**src/logic/opc_pkg.sv**
```systemverilog
// shared constants and types for the operator panel controller
package opc_pkg;
  // mode indicators in mode-key order
  typedef enum logic [2:0] {
    OI_FREQ_REF, OI_OUT_FREQ, OI_OUT_CUR, OI_MONITOR,
    OI_DIR, OI_LOC_REM, OI_PROGRAM
  } opc_ind_type;
  // program-mode edit states
  typedef enum logic {PE_NUM, PE_VAL} opc_pedit_type;
  // register byte offsets
  localparam logic [7:0] OFS_CONFIG = 8'h00;
  localparam logic [7:0] OFS_STATUS = 8'h04;
  localparam logic [7:0] OFS_FREQ_REF = 8'h08;
  localparam logic [7:0] OFS_MONITOR = 8'h0C;
  localparam logic [7:0] OFS_PARAM = 8'h10;
  // config field positions
  localparam int CFG_STOP_DIS = 0;
  localparam int CFG_IMMED = 1;
  localparam int CFG_REF_SRC = 2;
  localparam int CFG_LOC_REF = 3;
  localparam int CFG_UNIT_LO = 4;
  localparam int CFG_W = 6;
  localparam logic [5:0] CFG_RESET = 6'h00; // unit 0 = hertz
  // item number ranges
  localparam logic [3:0] MON_FIRST = 4'h1;
  localparam logic [3:0] MON_LAST = 4'hA;
  localparam logic [7:0] FIRST_PARAMETER = 8'h01;
  localparam logic [7:0] LAST_PARAMETER = 8'hB3;
  localparam logic [15:0] FREQ_REF_RESET = 16'h0000;
  // pin inputs: six keys then the two run terminals
  localparam int K_MODE = 0;
  localparam int K_INC = 1;
  localparam int K_DEC = 2;
  localparam int K_ENTER = 3;
  localparam int K_RUN = 4;
  localparam int K_STOP = 5;
  localparam int T_FWD = 6;
  localparam int T_REV = 7;
  localparam int NPIN = 8;
endpackage : opc_pkg

```
**src/logic/opc_panel.sv**
```systemverilog
// operator panel controller: keypad, indicators, edits and run gating
//
// Contract
// - mode key advances one indicator per press, starting at frequency ref
// - power-up restores out freq or current indicator, else frequency ref
// - monitor indicator selects items one through ten
// - program indicator views or sets parameters first through last
// - while running, program mode only edits the allowed subset
// - run terminal input ignored while program indicator lit
// - run terminal input ignored while loc/rem indicator lit
// - loc/rem choice fixed while the drive runs
// - direction selectable under direction indicator when keypad-operated
// - mode key discards an uncommitted edit
// - increment raises, decrement lowers the edited number or value
// - enter commits the edited number or value
// - keypad run key starts only in local keypad operation
// - stop key stops unless disabled; resets fault when faulted
// - keypad fault reset ignored while a run command is active
// - pending frequency edit flashes; enter returns steady display
// - immediate-entry setting applies inc and dec at once, steady
// - frequency editing gated by source, local setting or multi-step
// - frequency edits accepted while running
// - display unit follows display-unit setting, hertz by default
`timescale 1ns/1ns
module opc_panel import opc_pkg::*; #(
  parameter int VAL_W = 16,
  parameter logic [15:0] FREQ_REF_MAX = 16'hFFFF
) (
  input wire logic pclk,
  input wire logic presetn,
  input wire logic ce,
  input wire logic psel,
  input wire logic penable,
  input wire logic pwrite,
  input wire logic [7:0] paddr,
  input wire logic [31:0] pwdata,
  output logic [31:0] prdata,
  output logic pready,
  output logic pslverr,
  input wire logic [NPIN-1:0] pin_in,
  input wire logic drive_running,
  input wire logic drive_fault,
  input wire logic [2:0] step_sel,
  input wire logic [2:0] saved_ind,
  input wire logic param_live_ok,
  input wire logic [VAL_W-1:0] param_rdata,
  input wire logic [VAL_W-1:0] out_freq,
  input wire logic [VAL_W-1:0] out_current,
  input wire logic [VAL_W-1:0] mon_data,
  output logic [6:0] ind_leds,
  output logic [2:0] ind_code,
  output logic [VAL_W-1:0] display,
  output logic display_flash,
  output logic [1:0] display_unit,
  output logic [VAL_W-1:0] freq_ref,
  output logic [3:0] mon_sel,
  output logic param_wr,
  output logic [7:0] param_num,
  output logic [VAL_W-1:0] param_wdata,
  output logic run_fwd,
  output logic run_rev,
  output logic stop_cmd,
  output logic fault_reset,
  output logic local_mode,
  output logic dir_rev
);
  ////////////////////////////////////////////////////////////////////
  // pin synchronisers and key press detection
  logic [NPIN-1:0] s1_reg, s2_reg, s3_reg, lvl_reg, lvl_d_reg;
  logic [NPIN-1:0] press;
  genvar gi;
  generate
    for (gi = 0; gi < NPIN; gi++) begin : g_pin
      // level only moves when stages two and three agree
      always_ff @(posedge pclk or negedge presetn) begin
        if (!presetn) begin
          s1_reg[gi] <= 1'b0;
          s2_reg[gi] <= 1'b0;
          s3_reg[gi] <= 1'b0;
          lvl_reg[gi] <= 1'b0;
          lvl_d_reg[gi] <= 1'b0;
        end else if (ce) begin
          s1_reg[gi] <= pin_in[gi];
          s2_reg[gi] <= s1_reg[gi];
          s3_reg[gi] <= s2_reg[gi];
          if (s2_reg[gi] == s3_reg[gi]) lvl_reg[gi] <= s3_reg[gi];
          lvl_d_reg[gi] <= lvl_reg[gi];
        end
      end
      assign press[gi] = lvl_reg[gi] & ~lvl_d_reg[gi];
    end
  endgenerate

  ////////////////////////////////////////////////////////////////////
  // configuration and common terms
  logic [CFG_W-1:0] cfg_reg;
  opc_ind_type ind_reg;
  opc_pedit_type pstate_reg;
  logic boot_reg, local_reg, dir_reg, key_run_reg;
  logic [VAL_W-1:0] freq_ref_indicator_reg, fedit_reg, pval_reg;
  logic fpend_reg, mon_show_reg, ppend_reg;
  logic [3:0] mon_num_reg, mon_sel_reg;
  logic [7:0] pnum_reg;
  logic apb_wr, freq_ref_indicator_ok, run_active, term_gate;
  logic [VAL_W-1:0] freq_ref_indicator_step;
  assign apb_wr = psel & penable & pready & pwrite;
  // keypad may edit frequency only from these sources
  assign freq_ref_indicator_ok = (!local_reg && cfg_reg[CFG_REF_SRC]) ||
                   (local_reg && cfg_reg[CFG_LOC_REF]) ||
                   (step_sel != 3'h0);
  assign run_active = lvl_reg[T_FWD] | lvl_reg[T_REV] | key_run_reg;
  // terminals count only outside program and loc/rem
  assign term_gate = (ind_reg != OI_PROGRAM) && (ind_reg != OI_LOC_REM);
  // saturating next value, ends of range hold
  assign freq_ref_indicator_step = (press[K_INC] && fedit_reg != FREQ_REF_MAX) ?
                     fedit_reg + 1'b1 :
                     (press[K_DEC] && fedit_reg != '0) ?
                     fedit_reg - 1'b1 : fedit_reg;

  ////////////////////////////////////////////////////////////////////
  // indicator selection and power-up restore
  always_ff @(posedge pclk or negedge presetn) begin
    if (!presetn) begin
      ind_reg <= OI_FREQ_REF;
      boot_reg <= 1'b1;
    end else if (ce) begin
      boot_reg <= 1'b0;
      if (boot_reg) begin
        // only the two output monitors survive power-down
        if (saved_ind == 3'(OI_OUT_FREQ) || saved_ind == 3'(OI_OUT_CUR))
          ind_reg <= opc_ind_type'(saved_ind);
      end else if (press[K_MODE]) begin
        // one step per press, wrap after program
        if (ind_reg == OI_PROGRAM) ind_reg <= OI_FREQ_REF;
        else ind_reg <= opc_ind_type'(ind_reg + 3'h1);
      end
    end
  end

  ////////////////////////////////////////////////////////////////////
  // frequency reference edit
  always_ff @(posedge pclk or negedge presetn) begin
    if (!presetn) begin
      freq_ref_indicator_reg <= FREQ_REF_RESET;
      fedit_reg <= FREQ_REF_RESET;
      fpend_reg <= 1'b0;
    end else if (ce) begin
      if (apb_wr && paddr == OFS_FREQ_REF) begin
        freq_ref_indicator_reg <= pwdata[VAL_W-1:0];
        fedit_reg <= pwdata[VAL_W-1:0];
        fpend_reg <= 1'b0;
      end else if (ind_reg != OI_FREQ_REF || press[K_MODE]) begin
        fedit_reg <= freq_ref_indicator_reg;
        fpend_reg <= 1'b0;
      end else if (freq_ref_indicator_ok && (press[K_INC] ^ press[K_DEC])) begin
        // saturating edit, allowed while running too
        fedit_reg <= freq_ref_indicator_step;
        // immediate entry skips the pending stage
        if (cfg_reg[CFG_IMMED]) freq_ref_indicator_reg <= freq_ref_indicator_step;
        fpend_reg <= ~cfg_reg[CFG_IMMED];
      end else if (press[K_ENTER] && fpend_reg) begin
        freq_ref_indicator_reg <= fedit_reg;
        fpend_reg <= 1'b0;
      end
    end
  end

  ////////////////////////////////////////////////////////////////////
  // monitor item selection
  always_ff @(posedge pclk or negedge presetn) begin
    if (!presetn) begin
      mon_num_reg <= MON_FIRST;
      mon_sel_reg <= MON_FIRST;
      mon_show_reg <= 1'b0;
    end else if (ce) begin
      if (ind_reg != OI_MONITOR || press[K_MODE]) begin
        mon_num_reg <= mon_sel_reg;
        mon_show_reg <= 1'b0;
      end else if (press[K_ENTER]) begin
        // commit item and show its data
        mon_sel_reg <= mon_num_reg;
        mon_show_reg <= 1'b1;
      end else if (!mon_show_reg) begin
        if (press[K_INC] && mon_num_reg != MON_LAST)
          mon_num_reg <= mon_num_reg + 4'h1;
        else if (press[K_DEC] && mon_num_reg != MON_FIRST)
          mon_num_reg <= mon_num_reg - 4'h1;
      end
    end
  end

  ////////////////////////////////////////////////////////////////////
  // parameter number and value edit
  always_ff @(posedge pclk or negedge presetn) begin
    if (!presetn) begin
      pstate_reg <= PE_NUM;
      pnum_reg <= FIRST_PARAMETER;
      pval_reg <= '0;
      ppend_reg <= 1'b0;
      param_wr <= 1'b0;
    end else if (ce) begin
      param_wr <= 1'b0;
      if (ind_reg != OI_PROGRAM || press[K_MODE]) begin
        pstate_reg <= PE_NUM;
        ppend_reg <= 1'b0;
      end else unique case (pstate_reg)
        PE_NUM: begin
          // number range first to last parameter
          if (press[K_INC] && pnum_reg != LAST_PARAMETER)
            pnum_reg <= pnum_reg + 8'h01;
          else if (press[K_DEC] && pnum_reg != FIRST_PARAMETER)
            pnum_reg <= pnum_reg - 8'h01;
          else if (press[K_ENTER]) begin
            pval_reg <= param_rdata;
            pstate_reg <= PE_VAL;
          end
        end
        PE_VAL: begin
          if (press[K_ENTER]) begin
            // write only when stopped or in the live subset
            param_wr <= ppend_reg && (!drive_running || param_live_ok);
            ppend_reg <= 1'b0;
            pstate_reg <= PE_NUM;
          end else if (!drive_running || param_live_ok) begin
            if (press[K_INC] && !press[K_DEC]) begin
              pval_reg <= pval_reg + 1'b1;
              ppend_reg <= 1'b1;
            end else if (press[K_DEC] && !press[K_INC]) begin
              pval_reg <= pval_reg - 1'b1;
              ppend_reg <= 1'b1;
            end
          end
        end
      endcase
    end
  end

  ////////////////////////////////////////////////////////////////////
  // local/remote, direction and run/stop commands
  always_ff @(posedge pclk or negedge presetn) begin
    if (!presetn) begin
      local_reg <= 1'b0;
      dir_reg <= 1'b0;
      key_run_reg <= 1'b0;
      run_fwd <= 1'b0;
      run_rev <= 1'b0;
      stop_cmd <= 1'b0;
      fault_reset <= 1'b0;
    end else if (ce) begin
      stop_cmd <= 1'b0;
      fault_reset <= 1'b0;
      if (ind_reg == OI_LOC_REM && !drive_running &&
          (press[K_INC] ^ press[K_DEC]))
        local_reg <= ~local_reg;
      if (ind_reg == OI_DIR && local_reg) begin
        if (press[K_INC]) dir_reg <= 1'b0;
        else if (press[K_DEC]) dir_reg <= 1'b1;
      end
      if (press[K_STOP]) begin
        if (drive_fault) begin
          // fault reset refused under an active run command
          fault_reset <= ~run_active;
        end else if (!cfg_reg[CFG_STOP_DIS]) begin
          stop_cmd <= 1'b1;
          key_run_reg <= 1'b0;
        end
      end else if (press[K_RUN] && local_reg && term_gate) begin
        // keypad run only in local operation
        key_run_reg <= 1'b1;
      end
      if (!local_reg) key_run_reg <= 1'b0;
      run_fwd <= local_reg ? key_run_reg & ~dir_reg
                           : term_gate & lvl_reg[T_FWD];
      run_rev <= local_reg ? key_run_reg & dir_reg
                           : term_gate & lvl_reg[T_REV];
    end
  end

  ////////////////////////////////////////////////////////////////////
  // panel outputs, all registered
  always_ff @(posedge pclk or negedge presetn) begin
    if (!presetn) begin
      ind_leds <= 7'h01;
      ind_code <= 3'h0;
      display <= '0;
      display_flash <= 1'b0;
      display_unit <= 2'h0;
      freq_ref <= FREQ_REF_RESET;
      mon_sel <= MON_FIRST;
      param_num <= FIRST_PARAMETER;
      param_wdata <= '0;
      local_mode <= 1'b0;
      dir_rev <= 1'b0;
    end else if (ce) begin
      ind_leds <= 7'h01 << ind_reg;
      ind_code <= ind_reg;
      // flash only while a frequency edit waits for enter
      display_flash <= fpend_reg && ind_reg == OI_FREQ_REF;
      display_unit <= cfg_reg[CFG_UNIT_LO +: 2];
      freq_ref <= freq_ref_indicator_reg;
      mon_sel <= mon_sel_reg;
      param_num <= pnum_reg;
      param_wdata <= pval_reg;
      local_mode <= local_reg;
      dir_rev <= dir_reg;
      unique case (ind_reg)
        OI_FREQ_REF: display <= fedit_reg;
        OI_OUT_FREQ: display <= out_freq;
        OI_OUT_CUR: display <= out_current;
        OI_MONITOR: display <= mon_show_reg ? mon_data
                                           : VAL_W'(mon_num_reg);
        OI_DIR: display <= VAL_W'(dir_reg);
        OI_LOC_REM: display <= VAL_W'(local_reg);
        OI_PROGRAM: display <= (pstate_reg == PE_VAL) ? pval_reg
                                                     : VAL_W'(pnum_reg);
      endcase
    end
  end

  ////////////////////////////////////////////////////////////////////
  // apb slave: zero-wait, registered answer
  always_ff @(posedge pclk or negedge presetn) begin
    if (!presetn) begin
      cfg_reg <= CFG_RESET;
      pready <= 1'b0;
      pslverr <= 1'b0;
      prdata <= 32'h00000000;
    end else if (ce) begin
      pready <= psel & ~penable;
      pslverr <= 1'b0;
      if (apb_wr && paddr == OFS_CONFIG) cfg_reg <= pwdata[CFG_W-1:0];
      if (psel && !penable) begin
        prdata <= 32'h00000000;
        unique case (paddr)
          OFS_CONFIG: prdata <= 32'(cfg_reg);
          OFS_STATUS: prdata <= 32'({key_run_reg, drive_fault,
                           drive_running, dir_reg, local_reg,
                           ppend_reg, fpend_reg, 1'b0, ind_reg});
          OFS_FREQ_REF: prdata <= 32'(freq_ref_indicator_reg);
          OFS_MONITOR: prdata <= 32'({mon_num_reg, mon_sel_reg});
          OFS_PARAM: prdata <= 32'({pval_reg, pnum_reg});
          default: pslverr <= 1'b1;
        endcase
      end
    end
  end
endmodule : opc_panel

```
**config.mk**
```make
export PLATFORM = sky130hd
export DESIGN_NAME = opc_panel
export DESIGN_NICKNAME = d
export VERILOG_FILES = /design/src/logic/opc_pkg.sv /design/src/logic/opc_panel.sv
export SDC_FILE = /design/constraint.sdc
export NUM_CORES = 1
export LEC_CHECK = 0
export ABC_AREA = 1
export BUFFER_PORTS_ARGS = -buffer_cell sky130_fd_sc_hd__buf_4
export CAP_MARGIN = 20
export CORE_MARGIN = 2
export CORE_UTILIZATION = 40
export DETAILED_ROUTE_END_ITERATION = 16
export PLACE_DENSITY = 0.63
export SLEW_MARGIN = 15
export SYNTH_ARGS = -nofsm -noshare
export SYNTH_HDL_FRONTEND = slang
export SYNTH_SLANG_ARGS = --single-unit
```
**constraint.sdc**
```tcl
create_clock -name pclk -period 4.3 [get_ports pclk]
set_input_delay 0.86 -clock pclk [delete_from_list [all_inputs] [get_ports pclk]]
set_output_delay 0.86 -clock pclk [all_outputs]
set_load 0.01 [all_outputs]
```
### Word-level counts from Yosys, hierarchy flattened

Cells that the tools add are included.

* word-level logic and storage cells: 301
* bits in registers: 233
* output and inout port bits: 114
* bits of input ports: 127

* add/sub/neg operators: 9
* equality and inequality tests: 42
* shifts and indexed selects: 1
* mux-type cells: 70
* bitwise operators: 31
* reduce and logical (&&, ||, !) cells: 75

Operators by type and width (number)
* two-way mux 16 bit: 19
* one-hot mux 24 bit (5 select lines): 1
* one-hot mux 16 bit (7 select lines): 1
* two-way mux 1 bit: 36
* adder 16 x 1 -> 16 bit, second input constant: 2
* one-hot mux 16 bit (2 select lines): 1
* subtractor 16 x 1 -> 16 bit, second input constant: 2
* AND reduction 2 bit: 14
* logical AND 1 bit: 23
* two-way mux 4 bit: 5
* AND reduction 4 bit: 5
* nonzero test 3 bit: 6
* equality test 8 x 4 -> 1 bit, second input constant: 2
* two-way mux 8 bit: 2
* inequality test 16 bit, second input constant: 1
* nonzero test 16 bit: 1
* inequality test 3 bit, second input constant: 5
* AND 1 bit: 14
* NOT 1 bit: 14
* two-way mux 3 bit: 4
* inequality test 2 bit, second input constant: 5
* nonzero test 2 bit: 5
* equality test 3 x 2 -> 1 bit, second input constant: 3
* equality test 3 bit, second input constant: 3
* other kinds (28): 54

### Depth between registers and ports, before layout

* depth in word-level cells: 10
* gate-level depth with buffers: 15
* gate-level depth less buffers: 15

### Worst setup path before layout

OpenSTA, ideal clock, no wires.

* kind: flip-flop to flip-flop
* from: register lvl_d_reg[1]
* to: register pval_reg[9]
* stages on the path, launching flop included: 14
* path slack: 1946 ps
* setup time: 123 ps
* required time: 4177 ps
* buffers on the path: 0
* data arrival time: 2231 ps
* clock period less this slack: 2354 ps
* path through: dfrtp_1 nor2_4 ha_1 inv_1 ha_1 a21oi_1 o21ai_0 inv_1 nand2_1 nand2_1 nand2_1 xor2_1 o21ai_0 nand2_1

* longest elaborated chain between the ends: 7
* elaborated cells on any way between the ends: 13
* those cells by class: eq/ne: 2; mux: 4; bitwise: 2; reduce/logical: 5

Ends and longest elaborated chain
* from (decl): line opc_panel.sv:69 `logic [NPIN-1:0] s1_reg, s2_reg, s3_reg, lvl_reg, lvl_d_reg;`
* from (signal, indexed assignment): line opc_panel.sv:87 `lvl_d_reg[gi] <= lvl_reg[gi];`
* NOT 1 bit *: line opc_panel.sv:90 `assign press[gi] = lvl_reg[gi] & ~lvl_d_reg[gi];`
* AND 1 bit *: line opc_panel.sv:90
* logical AND 1 bit: line opc_panel.sv:225 `if (press[K_INC] && !press[K_DEC]) begin`
* two-way mux 16 bit: line opc_panel.sv:225
* two-way mux 16 bit: line opc_panel.sv:224 `end else if (!drive_running || param_live_ok) begin`
* two-way mux 16 bit: line opc_panel.sv:219 `if (press[K_ENTER]) begin`
* one-hot mux 16 bit (2 select lines): line opc_panel.sv:206 `end else unique case (pstate_reg)`
* to (signal assigned): line opc_panel.sv:214 `pval_reg <= param_rdata;`
* to (signal assigned): line opc_panel.sv:226 `pval_reg <= pval_reg + 1'b1;`
* to (signal assigned): line opc_panel.sv:229 `pval_reg <= pval_reg - 1'b1;`
* to (decl): line opc_panel.sv:100 `logic [VAL_W-1:0] freq_ref_indicator_reg, fedit_reg, pval_reg;`

Mark *: on every way between the ends. The rest lies on a longest branch, timed or not. The select of a mux whose other input is x is not followed.
A chain may end at the register's enable or synchronous reset.

### Worst setup path in the final report

* from: register lvl_d_reg[1]
* to: register pval_reg[13]

The elaborated chain is that of the path after synthesis.

==> out/results.ini <==
[run_status]
outcome=complete, no violations

[final_layout]
fin_area_sq_um=15810
seqCellArea_sq_um=5639
regMostFlops=prdata
fin_util=0.4897
nNetsFinal=2098
fin_cells=2403
drive_above_1_share=0.1679
syn_to_final_growth_pct=21.35
largest_reg_flops=24
multiInputGateArea_sq_um=6332
nFillCells=3241

[logic_synthesis]
yosysWarnings=0
ys.flop_type=dfrtp_1
synth_top_family_by_area=simple AND/OR/NAND/NOR gates
synth_area_leader_cell=dfrtp_1
synthTopCellsByArea=dfrtp_1, nand2_1, nor2_1
synth-seq-cells=225
ys_seq_area_frac=0.4328
synth_top_area_frac=0.4187
synthesis.area_sq_um=13030
avgSynthCellArea_sq_um=7.403
synthCells=1760
synthAdderAreaFrac=0.03035
async_reset_ff_frac=1.000
yosysUniqueCellTypes=55
muxShareOfSynthArea=0
synth_edf_count=0
synth-simple-area-share=0.2750
synthXorXnorAreaFrac=0.02353
synth-compound-area-share=0.1548

[timing]
slew_headroom=0.3000
fmax_mhz=335.5
fin_crit_sh=0.6933
final-hold-violation-count=0
finalSetupViolCount=0
maxSlewViolCount=0
fin_skew_ns=0.01035
worst_slew_pin_slew_ns=1.047
layout_min_cycle_time_ns=2.981
rsz0062_at_grt=no
setup_tns_ns=0

[placement]
dpl.hpwl_um=32800
globalplace.congestion=0.9944
dpl_cell_area_sq_um=14920
dp.cells=2354
port_buffers=216

[cts]
cts_root_buffer=clkbuf_16
h-tree-depth=1
cts_tree=built
ctsLongestPathBuffers=3
cts_setup_buffers=0
cts_sinks=225
numCtsBuffers=26
path_clk_slew_ns=0.07
clk_latency_ns=0.56
postCtsResizedCells=0
postCtsHoldBufs=0

[worst_setup_path]
critical_path_class=reg2reg
endpoint_kind=flip-flop
crit_arrival_ns=3.40
required_ns=4.72
cp-start-kind=flip-flop
crit_fanout=16

[floorplan]
floorplan.core_area_sq_um=32290
start_util=0.4035
die_x_um=184.5
die-area_sq_um=34030
rows=66
dieHeight_um=184.5
ios=241

[routing]
route.detailed.wl_per_inst_um=18.38
vias=12615
drt_first_pass_iters=6
initialDrtViolationCount=907
totalWireLength_um=44170
vias_per_cell=5.250
drcViolationCount=0
final_antenna_net_count=0

[pwr]
total_leakage_power_nw=8.035
power_density_nw_per_um2=617.2
irDropWorstVdd_mv=0.3178

[global_route]
grt_antenna_before_repair=0
grt_usage=0.2623
first_global_vias=11935
grt_max_degree=104
grt_pass1_wl_um=68830
grt_overflow=0

[worst_hold_path]
min_path_type=in2async

[job]
maxCapViolCount=0

[through the flow]
step                      worst slack, ns  power [mW]  hold slack [ns]
after floorplan                     1.946       5.859           0.4421
after global placement              1.380       7.359           0.4542
after detailed placement            1.355       7.423           0.4584
after CTS                           1.320       9.776           0.3946
after global routing                1.077       10.47           0.4279
final                               1.319       9.759           0.3488
[path summary, 6_finish.rpt]
check,startpoint,endpoint,slack (ns),cells after the start
worst min-delay path,presetn,pval_reg[13],0.35,1
worst max register to register,lvl_d_reg[1],pval_reg[13],1.32,14
min in group pclk,s1_reg[0],s1_reg[0],0.47,2
max in group asynchronous,presetn,mon_sel[0],3.03,2
worst min register to register,s1_reg[0],s1_reg[0],0.47,2
worst max-delay path,lvl_d_reg[1],pval_reg[13],1.32,14
[worst max-delay path, stage by stage, from the launching register on]
cell and delay [ns]:
dfrtp_1 0.41, nor2_4 0.26, ha_1 0.35, inv_1 0.34, ha_1 0.46, nand3_1 0.10
nand3_1 0.18, nand3_1 0.12, nand2_1 0.10, nand3_1 0.09, nand2_1 0.08, nand2_1 0.07
nand2_1 0.04, o21ai_0 0.13, o21ai_0 0.11
[placed cells by master, fill, tap and decap left out, types with 3 or more instances in the layout]
master	n
nand2_1	500
buf_4	227
dfrtp_1	218
nor2_1	206
inv_1	154
o21ai_0	145
a21oi_1	112
nand3_1	89
xor2_1	32
ha_1	30
clkbuf_16	26
o22ai_1	18
nor3_1	15
nand4_1	15
a22oi_1	12
a31oi_1	11
o211ai_1	10
o31ai_1	10
nand2_2	8
o21ai_1	8
conb_1	8
inv_2	7
nor2_2	7
dfstp_2	7
inv_4	5
a21oi_2	5
clkbuf_1	5
clkinv_2	5
nor2_4	4
nor4_1	4
a41oi_1	4
clkbuf_8	4
nor3_2	3
a21o_1	3
xnor2_1	3
a211oi_1	3
a2111oi_0	3
bufinv_16	3
[cells in the mapped netlist, drive strengths merged (4+ instances only)]
library cell and count:
buf 54, nand4 16, a31oi 11, xor2 32
dfrtp 218, a22oi 12, clkbuf 31, o211ai 10
nor3 18, a41oi 4, inv 166, ha 30
o22ai 18, nor4 5, nor2 219, o31ai 10
nand3 89, a21oi 117, o21ai 154, nand2 510
dfstp 7
[cell families after synthesis]
kind of cell,count (synthesis)
simple gates,860
compound gates,357
buf+inv,251
flops,225
xor+xnor,35
fa+ha+maj,31
other cells,1
[metal layers]
metal  up-vias  track usage  routed length, um
met5         -            0                  0
met4         0      0.08864               1409
met3        89      0.04801               3682
met2       496       0.3988              19060
met1      5958       0.3758              20020
li1       6072            -                  -
[cell type report]
| class | count | share of cell area |
|---|---|---|
| diodes | 1 | 0.0001583 |
| clock buffers | 35 | 0.04582 |
| clock inverters | 13 | 0.01037 |
| inverters | 166 | 0.04020 |
| multi-input cells | 1291 | 0.4005 |
| flip-flops and latches | 225 | 0.3567 |
| well taps | 442 | 0.03498 |
| repair buffers | 230 | 0.1113 |
[power breakdown]
part | switching, mW | internal, mW
clock network | 0.964 | 1.37
registers | 0.695 | 2.74
logic | 2.53 | 1.46
Power figures use the tool's default switching activity.
